===== config.mk =====
export PLATFORM = sky130hd
export DESIGN_NAME = mains_and_temperature_protection
export DESIGN_NICKNAME = d
export VERILOG_FILES = /design/src/prot_pkg.sv /design/src/consec_fail.sv /design/src/mains_and_temperature_protection.sv
export SDC_FILE = /design/constraint.sdc
export NUM_CORES = 1
export LEC_CHECK = 0
export ABC_AREA = 0
export BUFFER_PORTS_ARGS = -buffer_cell sky130_fd_sc_hd__buf_2
export CAP_MARGIN = 20
export CORE_ASPECT_RATIO = 2
export CORE_MARGIN = 1.5
export CORE_UTILIZATION = 35
export CTS_CLUSTER_DIAMETER = 200
export DETAILED_ROUTE_END_ITERATION = 7
export PLACE_DENSITY = 0.6
export SLEW_MARGIN = 20
export SYNTH_ARGS = -nofsm -noshare
export SYNTH_HDL_FRONTEND = slang
export SYNTH_SLANG_ARGS = --single-unit

===== constraint.sdc =====
create_clock -name sys_clk_i -period 1.84 [get_ports sys_clk_i]
set_input_delay 0 -clock sys_clk_i [delete_from_list [all_inputs] [get_ports sys_clk_i]]
set_output_delay 0 -clock sys_clk_i [all_outputs]
set_load 0.005 [all_outputs]

===== src/prot_pkg.sv =====
package prot_pkg;

    // Clock
    localparam int CLK_HZ          = 25_000_000;

    // Times, in the unit printed
    localparam int PHASE_US        = 500;
    localparam int BROWNOUT_MS     = 32;
    localparam int BLANK_US        = 2;

    // Cycle counts derived from the times
    localparam int PHASE_CYC       = (PHASE_US * (CLK_HZ / 1000)) / 1000;
    localparam int BROWNOUT_CYC    = BROWNOUT_MS * (CLK_HZ / 1000);
    localparam int BLANK_CYC       =
        (BLANK_US * (CLK_HZ / 1000) + 999) / 1000;

    // Consecutive failures that trip a latch
    localparam int FAIL_LIMIT      = 4;

    // Current codes, one LSB is 1 nA
    localparam int CUR_W           = 18;
    localparam logic [CUR_W-1:0] OPC_KNEE_NA    = 18'h01860; // 6.24 uA
    localparam logic [CUR_W-1:0] TEMP_SOURCE_NA = 18'h30d40; // 200 uA
    localparam logic [CUR_W-1:0] CUR_RESET      = 18'h00000;

    // Measurement phase, one-hot
    typedef enum logic [1:0] {
        PH_LINE = 2'b01,
        PH_TEMP = 2'b10
    } phase_t;

    // Analog comparator levels, asynchronous to sys_clk_i
    typedef struct packed {
        logic line_below_bo;   // Line-detect current below brownout level
        logic ctrl_low;        // Peak-current control level below 350 mV
        logic protect_low;     // Protection sense pin below 2.0 V
        logic sense_over;      // current_sense_pin above 2.5 V
        logic supply_uvlo;     // Supply below undervoltage lockout
    } cmp_t;

    // Controls toward the analog sense network
    typedef struct packed {
        logic             temp_phase;    // 1: temperature phase
        logic             line_clamp_en; // Clamp pin for line detect
        logic             temp_source_en;// 200 uA source on
        logic [CUR_W-1:0] opc_current;   // Correction current, nA
        logic [CUR_W-1:0] temp_net;      // Source minus held line, nA
    } sense_ctrl_t;

    localparam cmp_t CMP_RESET = '{default: 1'b0};

endpackage


===== src/consec_fail.sv =====
`timescale 1ns/10ps
module consec_fail #(
    parameter int LIMIT = prot_pkg::FAIL_LIMIT
) (
    input  wire logic sys_clk_i,
    input  wire logic rst_b_i,
    input  wire logic eval_i,
    input  wire logic fail_i,
    output logic      trip_o
);
    localparam int CW = $clog2(LIMIT + 1);

    initial begin
        if (LIMIT < 1) begin
            $error("consec_fail: LIMIT must be at least 1");
        end
    end

    typedef struct packed {
        logic [CW-1:0] count;
        logic          trip;
    } cf_state_t;

    cf_state_t state;
    cf_state_t next_state;

    always_comb begin
        next_state = state;
        if (eval_i) begin
            if (!fail_i) begin
                next_state.count = '0;
            end else if (state.count != CW'(LIMIT)) begin
                next_state.count = state.count + CW'(1);
            end
            // Trip is sticky; only a reset clears it
            if (fail_i && (state.count == CW'(LIMIT - 1))) begin
                next_state.trip = 1'b1;
            end
        end
    end

    always_ff @(posedge sys_clk_i or negedge rst_b_i) begin
        if (!rst_b_i) begin
            state <= '0;
        end else begin
            state <= next_state;
        end
    end

    assign trip_o = state.trip;
endmodule


===== src/mains_and_temperature_protection.sv =====
`timescale 1ns/10ps
// Function
// - Line low 32 ms: stop, restart
// - Line above threshold clears brownout timer
// - Correction current half of excess over 6.24uA
// - No correction while control below 350 mV
// - Pin alternates line and temperature, 500us each
// - Source 200uA during temperature phase
// - Four failed temperature phases latch shutdown
// - Subtract held line current from source
// - Overvoltage sampled only in secondary stroke
// - Four cycles over 2.5 V latch shutdown
// - Ignore first 2us of secondary stroke
// - Latch stops switching until supply reset
// - Restart stops switching until UVLO with line back above threshold
module mains_and_temperature_protection #(
    parameter int PHASE_CYCLES    = prot_pkg::PHASE_CYC,
    parameter int BROWNOUT_CYCLES = prot_pkg::BROWNOUT_CYC
) (
    input  wire logic                         sys_clk_i,
    input  wire logic                         rst_b_i,
    input  wire prot_pkg::cmp_t               cmp_i,
    input  wire logic [prot_pkg::CUR_W-1:0]   line_code_i,
    input  wire logic                         line_code_valid_i,
    input  wire logic                         secondary_stroke_i,
    output prot_pkg::sense_ctrl_t             sense_ctrl_o,
    output logic                              stop_switching_o,
    output logic                              restart_req_o,
    output logic                              latch_req_o
);
    localparam int PW = $clog2(PHASE_CYCLES);
    localparam int BW = $clog2(BROWNOUT_CYCLES + 1);
    localparam int KW = $clog2(prot_pkg::BLANK_CYC + 1);
    localparam int CW = prot_pkg::CUR_W;

    initial begin
        if (PHASE_CYCLES < 2 || BROWNOUT_CYCLES < 1) begin
            $error("protection: cycle counts too small");
        end
    end

    ////////////////////////////////////////////////////////////////////
    // State

    typedef struct packed {
        prot_pkg::cmp_t   sync1;
        prot_pkg::cmp_t   sync2;
        prot_pkg::phase_t phase;
        logic [PW-1:0]    phase_cnt;
        logic             line_below;   // Last line-phase comparator level
        logic [BW-1:0]    bo_cnt;
        logic [CW-1:0]    held_line;
        logic             low_all;
        logic             temp_eval;
        logic             temp_fail;
        logic             sec_prev;
        logic [KW-1:0]    blank_cnt;
        logic             ovp_seen;
        logic             ovp_eval;
        logic             ovp_fail;
        logic             restart;
        logic [CW-1:0]    opc;
        logic [CW-1:0]    temp_net;
    } state_t;

    state_t state;
    state_t next_state;
    logic   temp_trip;
    logic   ovp_trip;

    // Half of the excess over the knee, zero below it
    function automatic logic [CW-1:0] opc_of(input logic [CW-1:0] line);
        logic [CW-1:0] excess;
        excess = line - prot_pkg::OPC_KNEE_NA;
        if (line > prot_pkg::OPC_KNEE_NA) begin
            opc_of = excess >> 1;
        end else begin
            opc_of = prot_pkg::CUR_RESET;
        end
    endfunction

    ////////////////////////////////////////////////////////////////////
    // Next state

    always_comb begin
        next_state = state;
        next_state.sync1 = cmp_i;
        next_state.sync2 = state.sync1;
        next_state.temp_eval = 1'b0;
        next_state.ovp_eval = 1'b0;

        // Phase sequencer
        if (state.phase_cnt == PW'(PHASE_CYCLES - 1)) begin
            next_state.phase_cnt = '0;
        end else begin
            next_state.phase_cnt = state.phase_cnt + PW'(1);
        end
        unique case (state.phase)
            prot_pkg::PH_LINE: begin
                next_state.line_below = state.sync2.line_below_bo;
                if (line_code_valid_i) begin
                    next_state.held_line = line_code_i;
                end
                if (state.phase_cnt == PW'(PHASE_CYCLES - 1)) begin
                    next_state.phase = prot_pkg::PH_TEMP;
                    next_state.low_all = 1'b1;
                end
            end
            prot_pkg::PH_TEMP: begin
                // One high sample anywhere passes the phase
                if (!state.sync2.protect_low) begin
                    next_state.low_all = 1'b0;
                end
                if (state.phase_cnt == PW'(PHASE_CYCLES - 1)) begin
                    next_state.phase = prot_pkg::PH_LINE;
                    next_state.temp_eval = 1'b1;
                    next_state.temp_fail =
                        state.low_all && state.sync2.protect_low;
                end
            end
            default: begin
                next_state.phase = prot_pkg::PH_LINE;
                next_state.phase_cnt = '0;
            end
        endcase

        // Brownout timer; holds the line level through the temp phase
        if (!state.line_below) begin
            next_state.bo_cnt = '0;
        end else if (state.bo_cnt != BW'(BROWNOUT_CYCLES)) begin
            next_state.bo_cnt = state.bo_cnt + BW'(1);
        end
        // Restart ends only when the supply has reached lockout
        if (state.sync2.supply_uvlo && !next_state.line_below) begin
            next_state.restart = 1'b0;
        end
        // Set after clear so a new brownout is never lost
        if (state.line_below && state.bo_cnt == BW'(BROWNOUT_CYCLES - 1)) begin
            next_state.restart = 1'b1;
        end

        // Line compensation, gated at low control level
        if (state.sync2.ctrl_low) begin
            next_state.opc = prot_pkg::CUR_RESET;
        end else begin
            next_state.opc = opc_of(state.held_line);
        end

        // Net thermistor current, floored at zero
        if (state.held_line > prot_pkg::TEMP_SOURCE_NA) begin
            next_state.temp_net = prot_pkg::CUR_RESET;
        end else begin
            next_state.temp_net =
                prot_pkg::TEMP_SOURCE_NA - state.held_line;
        end

        // Output overvoltage during the secondary stroke only
        next_state.sec_prev = secondary_stroke_i;
        if (secondary_stroke_i) begin
            if (!state.sec_prev) begin
                next_state.blank_cnt = '0;
                next_state.ovp_seen = 1'b0;
            end else if (state.blank_cnt != KW'(prot_pkg::BLANK_CYC)) begin
                next_state.blank_cnt = state.blank_cnt + KW'(1);
            end
            // Ringing at stroke start is not looked at
            if (state.sec_prev &&
                state.blank_cnt == KW'(prot_pkg::BLANK_CYC) &&
                state.sync2.sense_over) begin
                next_state.ovp_seen = 1'b1;
            end
        end else if (state.sec_prev) begin
            // End of stroke closes one switching cycle
            next_state.ovp_eval = 1'b1;
            next_state.ovp_fail = state.ovp_seen;
        end
    end

    ////////////////////////////////////////////////////////////////////
    // Registers

    always_ff @(posedge sys_clk_i or negedge rst_b_i) begin
        if (!rst_b_i) begin
            state <= '{
                sync1:     prot_pkg::CMP_RESET,
                sync2:     prot_pkg::CMP_RESET,
                phase:     prot_pkg::PH_LINE,
                phase_cnt: '0,
                line_below: 1'b0,
                bo_cnt:    '0,
                held_line: prot_pkg::CUR_RESET,
                low_all:   1'b0,
                temp_eval: 1'b0,
                temp_fail: 1'b0,
                sec_prev:  1'b0,
                blank_cnt: '0,
                ovp_seen:  1'b0,
                ovp_eval:  1'b0,
                ovp_fail:  1'b0,
                restart:   1'b0,
                opc:       prot_pkg::CUR_RESET,
                temp_net:  prot_pkg::TEMP_SOURCE_NA
            };
        end else begin
            state <= next_state;
        end
    end

    ////////////////////////////////////////////////////////////////////
    // Consecutive-failure counters

    consec_fail #(
        .LIMIT (prot_pkg::FAIL_LIMIT)
    ) temp_check (
        .sys_clk_i (sys_clk_i),
        .rst_b_i   (rst_b_i),
        .eval_i    (state.temp_eval),
        .fail_i    (state.temp_fail),
        .trip_o    (temp_trip)
    );

    consec_fail #(
        .LIMIT (prot_pkg::FAIL_LIMIT)
    ) ovp_check (
        .sys_clk_i (sys_clk_i),
        .rst_b_i   (rst_b_i),
        .eval_i    (state.ovp_eval),
        .fail_i    (state.ovp_fail),
        .trip_o    (ovp_trip)
    );

    ////////////////////////////////////////////////////////////////////
    // Outputs

    // Latch holds until the supply drops below reset level (rst_b_i)
    assign latch_req_o      = temp_trip | ovp_trip;
    assign restart_req_o    = state.restart & ~latch_req_o;
    assign stop_switching_o = latch_req_o | state.restart;

    assign sense_ctrl_o.temp_phase     = (state.phase == prot_pkg::PH_TEMP);
    assign sense_ctrl_o.line_clamp_en  = (state.phase == prot_pkg::PH_LINE);
    assign sense_ctrl_o.temp_source_en =
        (state.phase == prot_pkg::PH_TEMP);
    assign sense_ctrl_o.opc_current    = state.opc;
    assign sense_ctrl_o.temp_net       = state.temp_net;
endmodule


# Word-level counts from Yosys, hierarchy flattened
# Index checks and enable logic that the tools add are counted.
[word_totals] ff_bits=123
[classes] addsub=7 n_lt_le_gt_ge=2 eq_ne=19 muxes=28 bitwise=5 reduce_logical=22
[ops] cell="$mux 20" count=2
[ops] cell="$mux 17" count=2
[ops] cell="$mux 14" count=2
[ops] cell="$add 20x1->20 const B" count=1
[ops] cell="$eq 20x20->1 const B" count=1
[ops] cell="$ne 20x20->1 const B" count=1
[ops] cell="$reduce_and 2->1" count=10
[ops] cell="$gt 18x13->1 const B" count=1
[ops] cell="$gt 18x18->1 const B" count=1
[ops] cell="$mux 18" count=1
[ops] cell="$sub 18x13->18 const B" count=1
[ops] cell="$sub 18x18->18 const A" count=1
[ops] cell="$add 14x1->14 const B" count=1
[ops] cell="$eq 14x14->1 const B" count=1
[ops] cell="$ne 2x1->1 const B" count=7
[ops] cell="$mux 2" count=6
[ops] cell="$mux 3" count=4
[ops] cell="$mux 6" count=2
[ops] cell="$logic_and 1x1->1" count=7
[ops] cell="$mux 1" count=7
[ops] cell="$add 3x1->3 const B" count=2
[ops] cell="$add 6x1->6 const B" count=1
[ops] cell="$eq 3x2->1 const B" count=2
[ops] cell="$eq 6x6->1 const B" count=1
[ops] cell="other kinds (14)" count=18

# Logic depth before layout (Yosys ltp)
# Gate-level depths: netlist (run 1).
[logic_depth] ltp_word=6 depth_mapped=8 ltp_nobuf=7

# Hierarchy
# A second synthesis (run 1) with hierarchy kept.
[unflattened] cells_unflattened=563 hier_area_um2=5863.1
[modules_own_cells] module="mains_and_temperature_protection" n_inst=1 cells_each=521 area_per_inst_um2=5427.7 seq_area_each_um2=2861.5
[modules_own_cells] module="consec_fail" n_inst=2 cells_each=21 area_per_inst_um2=217.7 seq_area_each_um2=100.1

# Worst setup path after synthesis (run 1)
# OpenSTA, ideal clock, no wires.
[synth_timing] path_type="register -> register" start="reg state[50] (netlist bit)" end="reg state (netlist bit sense_ctrl_o[17])" setup_ns=0.091 arrival_time_ns=1.695 required_ns=1.749 setup_slack_ns=0.054 path_stages_with_launch=7 path_buffers=0 synth_period_minus_slack_ns=1.786 path_cell_list="dfrtp_1 > inv_1 > ha_1 > nor4b_4 > a211oi_2 > or3_4 > o31ai_1"
[synth_lines] item="start, declared" line="mains_and_temperature_protection.sv:66" rtl="state_t state;"
[synth_lines] item="start signal, assigned" line="mains_and_temperature_protection.sv:184" rtl="state <= '{"
[synth_lines] item="start signal, assigned" line="mains_and_temperature_protection.sv:205" rtl="state <= next_state;"

==> flow_metrics.env, run 1 <==
export IMPL_endpoint_kind="flop"
export IMPL_crit_type="flop to flop"
export IMPL_worst_slack_ns=-0.01361
export IMPL_track_usage_pct=16.13
export IMPL_die_area_um2=17570
export IMPL_syn_area_um2=5858
export IMPL_worstPathCellList="inv_2 > ha_4 > nor4b_4 > buf_4 > o21ai_2 > a21oi_2 > a21o_1 > clkbuf_16 > nor2_1"
export IMPL_yosysTopAreaCell="dfrtp_1"
export IMPL_slew_viol_final=0
export IMPL_cts_buffers=17
export IMPL_clkTransAtPathRegs_ns=0.06
export IMPL_path_buf_inv=3
export IMPL_area_growth_pct=29.73
export IMPL_layout_drive_gt1_share_pct=31.96
export IMPL_regArea_um2=3064
export IMPL_syn_instance_count=564
export IMPL_start_util_pct=35.83
export IMPL_fmax_mhz=539.5
export IMPL_row_count=66
export IMPL_cts_root_buf="clkbuf_16"
export IMPL_diodes=0
export IMPL_gp_congestion=0.8282
export IMPL_drt_iter0_markers=138
export IMPL_nFillCells=1522
export IMPL_ant_nets=0
export IMPL_firstDrtPassIters=4
export IMPL_nets=712
export IMPL_finClkSkew_ns=0.005772
export IMPL_hold_class="primary input to asynchronous set/reset pin"
export IMPL_route_detailed_drc=0
export IMPL_cts_buffer_depth=2
export IMPL_synthArstFlopShare_pct=100.0
export IMPL_multi_input_area_um2=2481
export IMPL_cts_htree_levels=4
export IMPL_worstPathRequired_ns=2.14
export IMPL_yosysSeqAreaShare_pct=52.26
export IMPL_synth_edf_count=0
export IMPL_grt_pass1_wl_um=21540
export IMPL_fp_dieW_um=94.48
export IMPL_antenna_found_initial=0
export IMPL_num_vias=4255
export IMPL_finalCriticalPeriod_ns=1.854
export IMPL_core_um2=16350
export IMPL_cap_violations=0
export IMPL_rsz0062_at_grt="true"
export IMPL_worstSetupStartpointType="flop"
export IMPL_viasPerCell=4.802
export IMPL_ios=69
export IMPL_hold_violations=0
export IMPL_place_inst=820
export IMPL_ys_flop_type="dfrtp_1"
export IMPL_critical_path_max_stage_delay_ns=0.39
export IMPL_wl_per_cell_um=14.90
export IMPL_overflow=0
export IMPL_whs_ns=0.1074
export IMPL_synthTopCellsByArea="dfrtp_1 (49%), buf_4 (4.9%), nor2_1 (4.7%)"
export IMPL_clock_sinks=122
export IMPL_yosysWarnings=0
export IMPL_p_leak_nw=3.524
export IMPL_die_height_um=186.0
export IMPL_yosysTopAreaCellShare_pct=49.12
export IMPL_routed_wl_um=13200
export IMPL_grt_pass1_vias=4655
export IMPL_crit_fanout=6
export IMPL_stdcell_count=886
export IMPL_period_share_pct=100.7
export IMPL_violations="setup timing"
export IMPL_synth_fp_nets=607
export IMPL_tritoncts="yes"
export IMPL_clk_latency_ns=0.41
export IMPL_io_buffer_count=67
export IMPL_cp_arrival_ns=2.16
export IMPL_slowest_stage="dfrtp_1"
export IMPL_critPathTopFamily="compound AO/OA/AOI/OAI gates"
export IMPL_pwr_density_cell_nw_per_um2=1003
export IMPL_setup_viol=13
export IMPL_vdd_drop_max_mv=0.5825
export IMPL_dp_hpwl_um=9628
export IMPL_syn_avg_cell_area_um2=10.39
export IMPL_grt_start_max_net_pins=75
export IMPL_status="finished with violations"
export IMPL_synth_cell_types=60
export IMPL_synth_seq_cells=122
[cells in the mapped netlist, types with 2 or more instances]
cell	count
nand2b_1	4
xnor2_1	16
buf_4	38
nand4_1	8
xor2_1	27
a31o_2	2
a21oi_1	16
or2_2	4
inv_1	31
nor4b_1	2
mux2_2	20
dfrtp_1	115
o22ai_1	2
and3_1	7
nand2_1	39
nor4_1	5
a211oi_1	2
nor3_1	5
or3_1	5
o31ai_1	3
and2_1	6
buf_2	7
or4_4	2
nor2b_1	6
a22o_1	2
and4_1	4
ha_1	16
a21o_1	3
o21a_1	2
dfstp_2	7
mux2i_1	4
clkbuf_1	9
o21ai_0	24
nand3_1	23
nor2_1	73
[kinds of logic (layout without fill, tap and decap cells)]
| family | count (synthesis) | in the layout | synth area share, % |
|---|---|---|---|
| adder cells (fa/ha/maj) | 16 | 16 | 3.417 |
| other | 1 | 1 | 0.06401 |
| AND/OR/NAND/NOR | 203 | 203 | 17.56 |
| AO/OA/AOI/OAI | 68 | 68 | 7.454 |
| multiplexers | 24 | 24 | 4.528 |
| XOR/XNOR | 43 | 43 | 6.429 |
| buffers and inverters | 87 | 205 | 8.287 |
| flip-flops | 122 | 122 | 52.26 |
[power by group]
group	leakage (nW)	internal [W]	switching, W
registers	1.55	0.00288	0.000125
clock network	0.313	0.00244	0.00122
logic	1.66	0.000473	0.000485
[area by class of cell]
type                    instances  share of cell area (%)
flip-flops and latches        122                   40.32
well taps                     204                   3.359
clock inverters                14                   2.865
inverters                      31                   1.531
repair buffers                142                   13.50
multi-input cells             355                   32.65
clock buffers                  18                   5.779
[registers in the layout (all words and copies together) (netlist names)]
register,flops
temp_check.trip_o,1
temp_check.state,3
state,74
sense_ctrl_o,35
next_state,5
ovp_check.state,3
ovp_check.trip_o,1
[final timing paths]
check                           slack (ns)              start          endpoint  cells after the start
worst min-delay path                  0.11            rst_b_i         state[67]                      3
min in group sys_clk_i                0.22  line_code_valid_i         state[54]                      4
worst min register to register        0.35    next_state[105]        state[105]                      0
max in group asynchronous             1.32            rst_b_i        state[103]                      3
worst max register to register       -0.01          state[51]  sense_ctrl_o[22]                      9
worst max-delay path                 -0.01          state[51]  sense_ctrl_o[22]                      9
[repair_timing]
item,in CTS,in global routing
buffers inserted,2,6
gates resized for setup,5,37
cloned,0,1
endpoints found under the setup margin,15,24
pin swaps,3,17
hold buffers,25,0
hold endpoints to repair,151,0
[cells in the final DEF, fill, tap and decap left out, types with 3 or more instances in the layout]
master,netlist,routed
clkinvlp_4,0,3
mux2i_1,4,4
nand2_1,39,39
clkbuf_16,0,18
and4_1,4,4
xnor2_1,16,16
a21o_1,3,3
dfrtp_1,115,113
buf_12,0,3
nor2_1,73,66
a21oi_1,16,11
dfstp_2,7,7
or2_2,4,4
nand4_1,8,8
a21oi_2,0,4
nor3_1,5,4
xor2_1,27,26
bufinv_16,0,5
nand3_1,23,22
and2_1,6,6
inv_1,31,29
or3_1,5,5
o21ai_0,24,22
buf_2,7,66
ha_1,16,15
dlygate4sd3_1,0,25
and3_1,7,7
nand2b_1,4,4
nor4_1,5,5
mux2_2,20,20
buf_4,38,45
nor2_4,0,6
nor2b_1,6,5
o21ai_2,1,3
[per-layer routing]
| layer | wire (µm) | global-route usage, % |
|---|---|---|
| met5 | 0 | 0 |
| met3 | 412 | 3.309 |
| met4 | 283 | 9.015 |
| met2 | 7655 | 30.56 |
| met1 | 4848 | 15.70 |
[stage by stage]
stage               total power [W]  utilization (%)  setup TNS, ns  setup slack (ns)  area, µm²
floorplan                  0.003565                -              0           0.05443       5858
global placement           0.003831            39.31       -0.06313          -0.06313       6427
detailed placement         0.003857            39.31        -0.1560          -0.08712       6427
CTS                        0.007605            44.99              0          0.004890       7356
global route               0.007945            46.48         -1.083          -0.08104       7600
finish                     0.007625            46.48       -0.07974          -0.01361       7600
[tightest hold or removal path, stage by stage]
cell and delay (ns):
dlygate4sd3_1 0.52, buf_4 0.13, buf_12 0.24
No activity file was read; power rests on OpenSTA's default activity.
==> inputs of run 2 (changes only) <==
Settings changed: CORE_UTILIZATION 35 to 45, MAX_ROUTING_LAYER set to met4, PLACE_DENSITY 0.6 to 0.73.
==> run 2 against run 1 <==
The flow still finishes with violations (setup timing); via count up 1.9%; power fell by 0.31%; fmax shrank 1.5%; hold slack lost 0.0099 ns; wire length decreased by 3.6%; sequential power barely moved; non-clock buffer count shrank 8; clock skew up 0.0052 ns; critical endpoint is now sense_ctrl_o[19].
==> flow_metrics.env, run 2 (synthesis gave the netlist of run 1 again) <==
export IMPL_status="finished with violations"
export IMPL_violations="setup timing"
export IMPL_layout_commonest_cell="dfrtp_1"
export IMPL_worstSetupStartpointType="flop"
export IMPL_p_sw_w=0.001816
export IMPL_final_cell_mix="dfrtp_1 (114), buf_2 (66), nor2_1 (60), nand2_1 (39), buf_4 (39)"
export IMPL_nets=704
export IMPL_gp_congestion=0.8613
export IMPL_routed_wl_um=12720
export IMPL_fmax_mhz=531.1
export IMPL_row_count=58
export IMPL_cts_root_buf="clkbuf_16"
export IMPL_rsz0062_at_grt="true"
export IMPL_num_vias=4334
export IMPL_largest_register="state"
export IMPL_period_share_pct=102.3
export IMPL_dp_hpwl_um=8994
export IMPL_finalInstanceArea_um2=7482
export IMPL_wl_per_cell_um=15.42
export IMPL_start_util_pct=46.39
export IMPL_largest_register_ffs=74
export IMPL_slowest_stage="dfrtp_1"
export IMPL_die_area_um2=13750
export IMPL_overflow=0
export IMPL_worstPathCellList="inv_2 > ha_4 > nor4b_4 > buf_4 > o21ai_2 > a21oi_2 > a21o_1 > clkbuf_16 > nor2_2"
export IMPL_switching_share_pct=23.89
export IMPL_crit_fanout=6
export IMPL_ant_nets=0
export IMPL_p_comb_share_pct=12.3
export IMPL_track_usage_pct=19.57
export IMPL_tritoncts="yes"
export IMPL_worst_slack_ns=-0.04271
export IMPL_layout_drive_gt1_share_pct=31.45
export IMPL_critPathTopFamily="buffers and inverters"
export IMPL_clkTransAtPathRegs_ns=0.05
export IMPL_cts_htree_levels=4
export IMPL_clock_sinks=122
export IMPL_finClkSkew_ns=0.01102
export IMPL_fp_dieW_um=83.68
export IMPL_r2r_cells=9
export IMPL_hold_violations=0
export IMPL_pwr_density_cell_nw_per_um2=1016
export IMPL_cts_buffers=17
export IMPL_cap_violations=0
export IMPL_critical_path_max_stage_delay_ns=0.39
export IMPL_power_internal_w=0.005785
export IMPL_area_growth_pct=27.72
export IMPL_setup_viol=12
export IMPL_io_buffer_count=67
export IMPL_endpoint_kind="flop"
export IMPL_core_um2=12630
export IMPL_grt_start_max_net_pins=48
export IMPL_p_leak_nw=3.485
export IMPL_clkPwrFrac_pct=48.2
export IMPL_viasPerCell=5.253
export IMPL_crit_type="flop to flop"
export IMPL_place_area_um2=6310
export IMPL_ios=69
export IMPL_cts_buffer_depth=2
export IMPL_clk_latency_ns=0.41
export IMPL_firstDrtPassIters=4
export IMPL_grt_pass1_vias=4416
export IMPL_nFillCells=1032
export IMPL_hold_class="primary input to asynchronous set/reset pin"
export IMPL_path_buf_inv=3
export IMPL_crit_cells=9
export IMPL_route_detailed_drc=0
export IMPL_worstPathRequired_ns=2.13
export IMPL_grt_pass1_wl_um=20420
export IMPL_slew_viol_final=0
export IMPL_drt_iter0_markers=198
export IMPL_antenna_found_initial=0
export IMPL_cp_arrival_ns=2.18
export IMPL_fin_tns_setup_ns=-0.2414
export IMPL_p_seq_share_pct=39.6
export IMPL_die_height_um=164.4
export IMPL_vdd_drop_max_mv=0.7502
export IMPL_finalCriticalPeriod_ns=1.883
==> run 2: cell types whose count changed in the layout (fill, tap and decap cells not counted), sizes merged <==
| cell | change |
|---|---|
| buf | -8 |
| clkbuf | +1 |
| clkinv | -1 |
| diode | +1 |
==> run 2: final cells by class <==
type / instances / area [µm²] / share of cell area, %
clock buffers: 19 / 442.9 / 5.920
multi-input cells: 355 / 2504 / 33.46
clock inverters: 13 / 216.5 / 2.893
flip-flops and latches: 122 / 3063 / 40.94
inverters: 31 / 116.4 / 1.555
diodes: 1 / 2.502 / 0.03344
repair buffers: 134 / 949.7 / 12.69
well taps: 150 / 187.7 / 2.508
==> run 2: final timing paths <==
path                       slack (ns)               end         startpoint
setup / recovery                -0.04  sense_ctrl_o[19]          state[50]
hold reg to reg                  0.35        state[107]    next_state[107]
min in group sys_clk_i           0.22         state[64]  line_code_valid_i
setup reg to reg                -0.04  sense_ctrl_o[19]          state[50]
hold / removal                    0.1         state[42]            rst_b_i
max in group asynchronous        1.05  sense_ctrl_o[16]            rst_b_i
==> run 2: repair_timing <==
action,CTS,global route
cloned,0,1
pin swaps,1,13
hold buffers,25,0
endpoints found under the setup margin,16,28
hold endpoints to repair,115,0
setup buffers,1,4
resized for setup,3,43
==> run 2: metal layers <==
| metal | global-route usage [%] | vias to the layer above | share of wire, % |
|---|---|---|---|
| li1 | - | 2047 | - |
| met1 | 19.10 | 2139 | 37 |
| met4 | 11.77 | 0 | 4.0 |
| met5 | - | - | 0 |
| met2 | 34.42 | 108 | 56 |
| met3 | 5.176 | 40 | 3.3 |
==> run 2: metrics by stage <==
| step | hold WS, ns | std cells | utilization (%) | setup slack [ns] | power, W |
|---|---|---|---|---|---|
| after detailed placement | -0.01465 | 761 | 49.97 | -0.03090 | 0.003827 |
| final | 0.09748 | 825 | 59.25 | -0.04271 | 0.007601 |
| after global routing | 0.1462 | 824 | 59.24 | -0.1079 | 0.007893 |
| after global placement | -0.01757 | 761 | 49.97 | 0.01597 | 0.003795 |
| after CTS | 0.1119 | 819 | 57.31 | 0.009750 | 0.007559 |
| after floorplan | -0.2956 | 564 | - | 0.05443 | 0.003565 |
==> run 2: power by group through the flow <==
| stage | logic (W) | clock network [W] | registers, W |
|---|---|---|---|
| after floorplan | 0.000566 | 0 | 0.00300 |
| after global routing | 0.00102 | 0.00384 | 0.00303 |
| final | 0.000933 | 0.00366 | 0.00301 |
| after detailed placement | 0.000779 | 0 | 0.00305 |
| after global placement | 0.000750 | 0 | 0.00304 |
| after CTS | 0.000832 | 0.00372 | 0.00300 |
==> run 2: worst reg2reg max path, stage by stage, from the launching register on <==
cell       delay [ns]
dfrtp_1          0.39
inv_2            0.08
ha_4             0.13
nor4b_4          0.22
buf_4            0.19
o21ai_2          0.07
a21oi_2          0.16
a21o_1           0.27
clkbuf_16        0.22
nor2_2           0.04
==> inputs of run 3 (changes only) <==
Settings changed: ABC_AREA 0 to 1, PLACE_DENSITY 0.73 to 0.72.
==> run 3 against run 2 <==
The flow now finishes without violations; first-iteration DRC count up 38%; via count up 18%; critical endpoint is now sense_ctrl_o[25]; critical path type unchanged; register-to-register slack better by 0.13 ns; hold slack worse by 0.0066 ns; power down 6.5%; synthesized cell count up 34%; non-clock buffer count down 27; final area down 0.60%; wire length up 14%; largest cell class unchanged.
==> flow_metrics.env, run 3 <==
export IMPL_worstPathRequired_ns=2.13
export IMPL_vdd_drop_max_mv=0.6991
export IMPL_stdcell_count=1002
export IMPL_antenna_found_initial=0
export IMPL_synth_compound_area_share_pct=7.302
export IMPL_cts_htree_levels=4
export IMPL_syn_instance_count=756
export IMPL_hold_depth=5
export IMPL_dp_hpwl_um=10540
export IMPL_dpl_worst_slack_ns=0.1336
export IMPL_clkPwrFrac_pct=47.6
export IMPL_fp_dieW_um=86.25
export IMPL_yosysTopAreaCell="dfrtp_1"
export IMPL_rsz0062_at_grt="true"
export IMPL_area_growth_pct=19.24
export IMPL_grt_start_max_net_pins=44
export IMPL_worst_slack_ns=0.08267
export IMPL_gp_congestion=0.9561
export IMPL_row_count=60
export IMPL_diodes=0
export IMPL_finClkSkew_ns=0.01151
export IMPL_hold_start="line_code_valid_i"
export IMPL_core_um2=13510
export IMPL_finalCriticalPeriod_ns=1.757
export IMPL_yosysWarnings=0
export IMPL_firstDrtPassIters=6
export IMPL_r2r_slack_ns=0.08
export IMPL_final_cell_mix="nor2_1 (137), nand2_1 (130), dfrtp_1 (115), inv_1 (73), buf_2 (66)"
export IMPL_route_detailed_drc=0
export IMPL_cts_buffer_depth=2
export IMPL_period_share_pct=95.51
export IMPL_grt_pass1_wl_um=23760
export IMPL_worstSetupStartpointType="flop"
export IMPL_synth_xor_xnor_area_share_pct=3.511
export IMPL_switching_share_pct=25.09
export IMPL_crit_type="flop to flop"
export IMPL_num_vias=5111
export IMPL_cts_root_buf="clkbuf_16"
export IMPL_wl_per_cell_um=14.42
export IMPL_fin_tns_setup_ns=0
export IMPL_synth_adder_area_share_pct=3.210
export IMPL_tritoncts="yes"
export IMPL_io_buffer_count=67
export IMPL_p_seq_share_pct=41.8
export IMPL_max_slew_worst_pin_slew_ns=0.5928
export IMPL_power_total_w=0.007110
export IMPL_yosysTopAreaCellShare_pct=46.14
export IMPL_synth_edf_count=0
export IMPL_viasPerCell=5.101
export IMPL_largest_register="state"
export IMPL_syn_avg_cell_area_um2=8.250
export IMPL_syn_area_um2=6237
export IMPL_die_height_um=169.5
export IMPL_synthSimpleGateAreaFrac_pct=25.92
export IMPL_yosysSeqAreaShare_pct=49.09
export IMPL_clk_latency_ns=0.41
export IMPL_die_area_um2=14620
export IMPL_start_util_pct=46.16
export IMPL_ys_flop_type="dfrtp_1"
export IMPL_cap_violations=0
export IMPL_pwr_density_cell_nw_per_um2=956.0
export IMPL_cts_buffers=17
export IMPL_synthMuxAreaShare_pct=0
export IMPL_synth_fp_nets=799
export IMPL_largest_register_ffs=74
export IMPL_synthArstFlopShare_pct=100.0
export IMPL_routed_wl_um=14450
export IMPL_max_slew_margin_pct=60.48
export IMPL_place_inst=943
export IMPL_power_internal_w=0.005326
export IMPL_hold_violations=0
export IMPL_synth_top_family_by_area="simple AND/OR/NAND/NOR gates"
export IMPL_layout_drive_gt1_share_pct=19.60
export IMPL_p_sw_w=0.001784
export IMPL_grt_pass1_vias=5159
export IMPL_layout_commonest_cell="nor2_1"
export IMPL_overflow=0
export IMPL_ios=69
export IMPL_r2r_start="state[51]"
export IMPL_fmax_mhz=569.0
export IMPL_ant_nets=0
export IMPL_setup_viol=0
export IMPL_status="finished, final reports clean"
export IMPL_endpoint_kind="flop"
export IMPL_clkTransAtPathRegs_ns=0.06
export IMPL_synth_seq_cells=122
export IMPL_cp_arrival_ns=2.05
export IMPL_drt_iter0_markers=274
export IMPL_p_comb_share_pct=10.5
export IMPL_nets=878
export IMPL_hold_class="primary input to flop"
export IMPL_synthTopCellsByArea="dfrtp_1 (46%), nor2_1 (8.2%), nand2_1 (7.8%)"
export IMPL_crit_fanout=8
export IMPL_clock_sinks=122
export IMPL_track_usage_pct=21.78
export IMPL_finish_utilization_pct=55.04
export IMPL_p_leak_nw=3.627
export IMPL_r2r_cells=10
export IMPL_slew_viol_final=0
export IMPL_synthMostInstantiatedCell="nor2_1"
export IMPL_hold_end="state[55]"
export IMPL_worst_r2r_endpoint="sense_ctrl_o[25]"
export IMPL_synth_cell_types=38
export IMPL_synth_common_cells="nor2_1 (137), nand2_1 (130), dfrtp_1 (115), inv_1 (73), nand3_1 (51)"
[run 3: cell count changes after synthesis, moves of 14 or more]
cell | previous run | this run
nor2_2 | 0 | 14
a21oi_1 | 16 | 43
xnor2_1 | 16 | 1
mux2_2 | 20 | 0
nand3_1 | 23 | 51
nand2_1 | 39 | 130
nor2_1 | 73 | 137
inv_1 | 31 | 73
[run 3: layout make-up]
class,instances,area (µm²)
fill,1241,6076
sequential,122,3062
multi-input combinational,499,2530
timing repair buffer,107,713.2
clock buffer,18,439.2
inverter,88,331.6
tap,155,193.9
clock inverter,13,167.7
[run 3: worst max-delay path, stage by stage (launching register included)]
cell and delay [ns]:
dfrtp_1 0.37, inv_1 0.10, ha_1 0.17, nand2_1 0.09
nor2_1 0.13, inv_1 0.07, nor2_1 0.17, nand4_1 0.12
buf_4 0.19, nand3_4 0.16, nor2_1 0.06
[run 3: worst max path at each step]
stage / startpoint / to / depth (start not counted)
final: state[51] / sense_ctrl_o[25] / 10
after global routing: state[51] / sense_ctrl_o[21] / 10
after CTS: state[51] / sense_ctrl_o[32] / 9
after detailed placement: state[51] / sense_ctrl_o[29] / 9
after global placement: state[51] / sense_ctrl_o[30] / 9
after floorplan: state[50] / sense_ctrl_o[32] / 10
[run 3: logic make-up after synthesis]
kind of cell / after synthesis
fa+ha+maj: 16
simple gates: 370
compound gates: 85
xor+xnor: 25
other cells: 1
flops: 122
buf+inv: 137
[run 3: metal layers]
metal	up-vias	share of wire [%]	global-route usage, %
li1	2525	-	-
met5	-	0	-
met3	51	3.0	3.745
met1	2396	35	20.27
met2	139	57	40.94
met4	0	5.0	11.85
[run 3: timing repair]
item / CTS / global route
hold buffers: 25 / 0
setup buffers: 0 / 1
hold endpoints to repair: 67 / 0
endpoints found under the setup margin: 0 / 17
resized for setup: 0 / 2
[run 3: through the flow]
| step | instance area, µm² | hold slack [ns] |
|---|---|---|
| 2_1_floorplan | 6237 | -0.2956 |
| 3_3_place_gp | 6538 | 0.04430 |
| 3_5_place_dp | 6538 | 0.04773 |
| 4_1_cts | 7395 | 0.08853 |
| 5_1_grt | 7437 | 0.1228 |
| 6_report | 7437 | 0.09090 |
[run 3: power by group through the flow]
| stage | sequential, W | clock, W | combinational [W] |
|---|---|---|---|
| 2_1_floorplan | 0.00297 | 0 | 0.000551 |
| 3_3_place_gp | 0.00302 | 0 | 0.000699 |
| 3_5_place_dp | 0.00302 | 0 | 0.000705 |
| 4_1_cts | 0.00298 | 0.00344 | 0.000751 |
| 5_1_grt | 0.00299 | 0.00358 | 0.000845 |
| 6_report | 0.00298 | 0.00338 | 0.000750 |
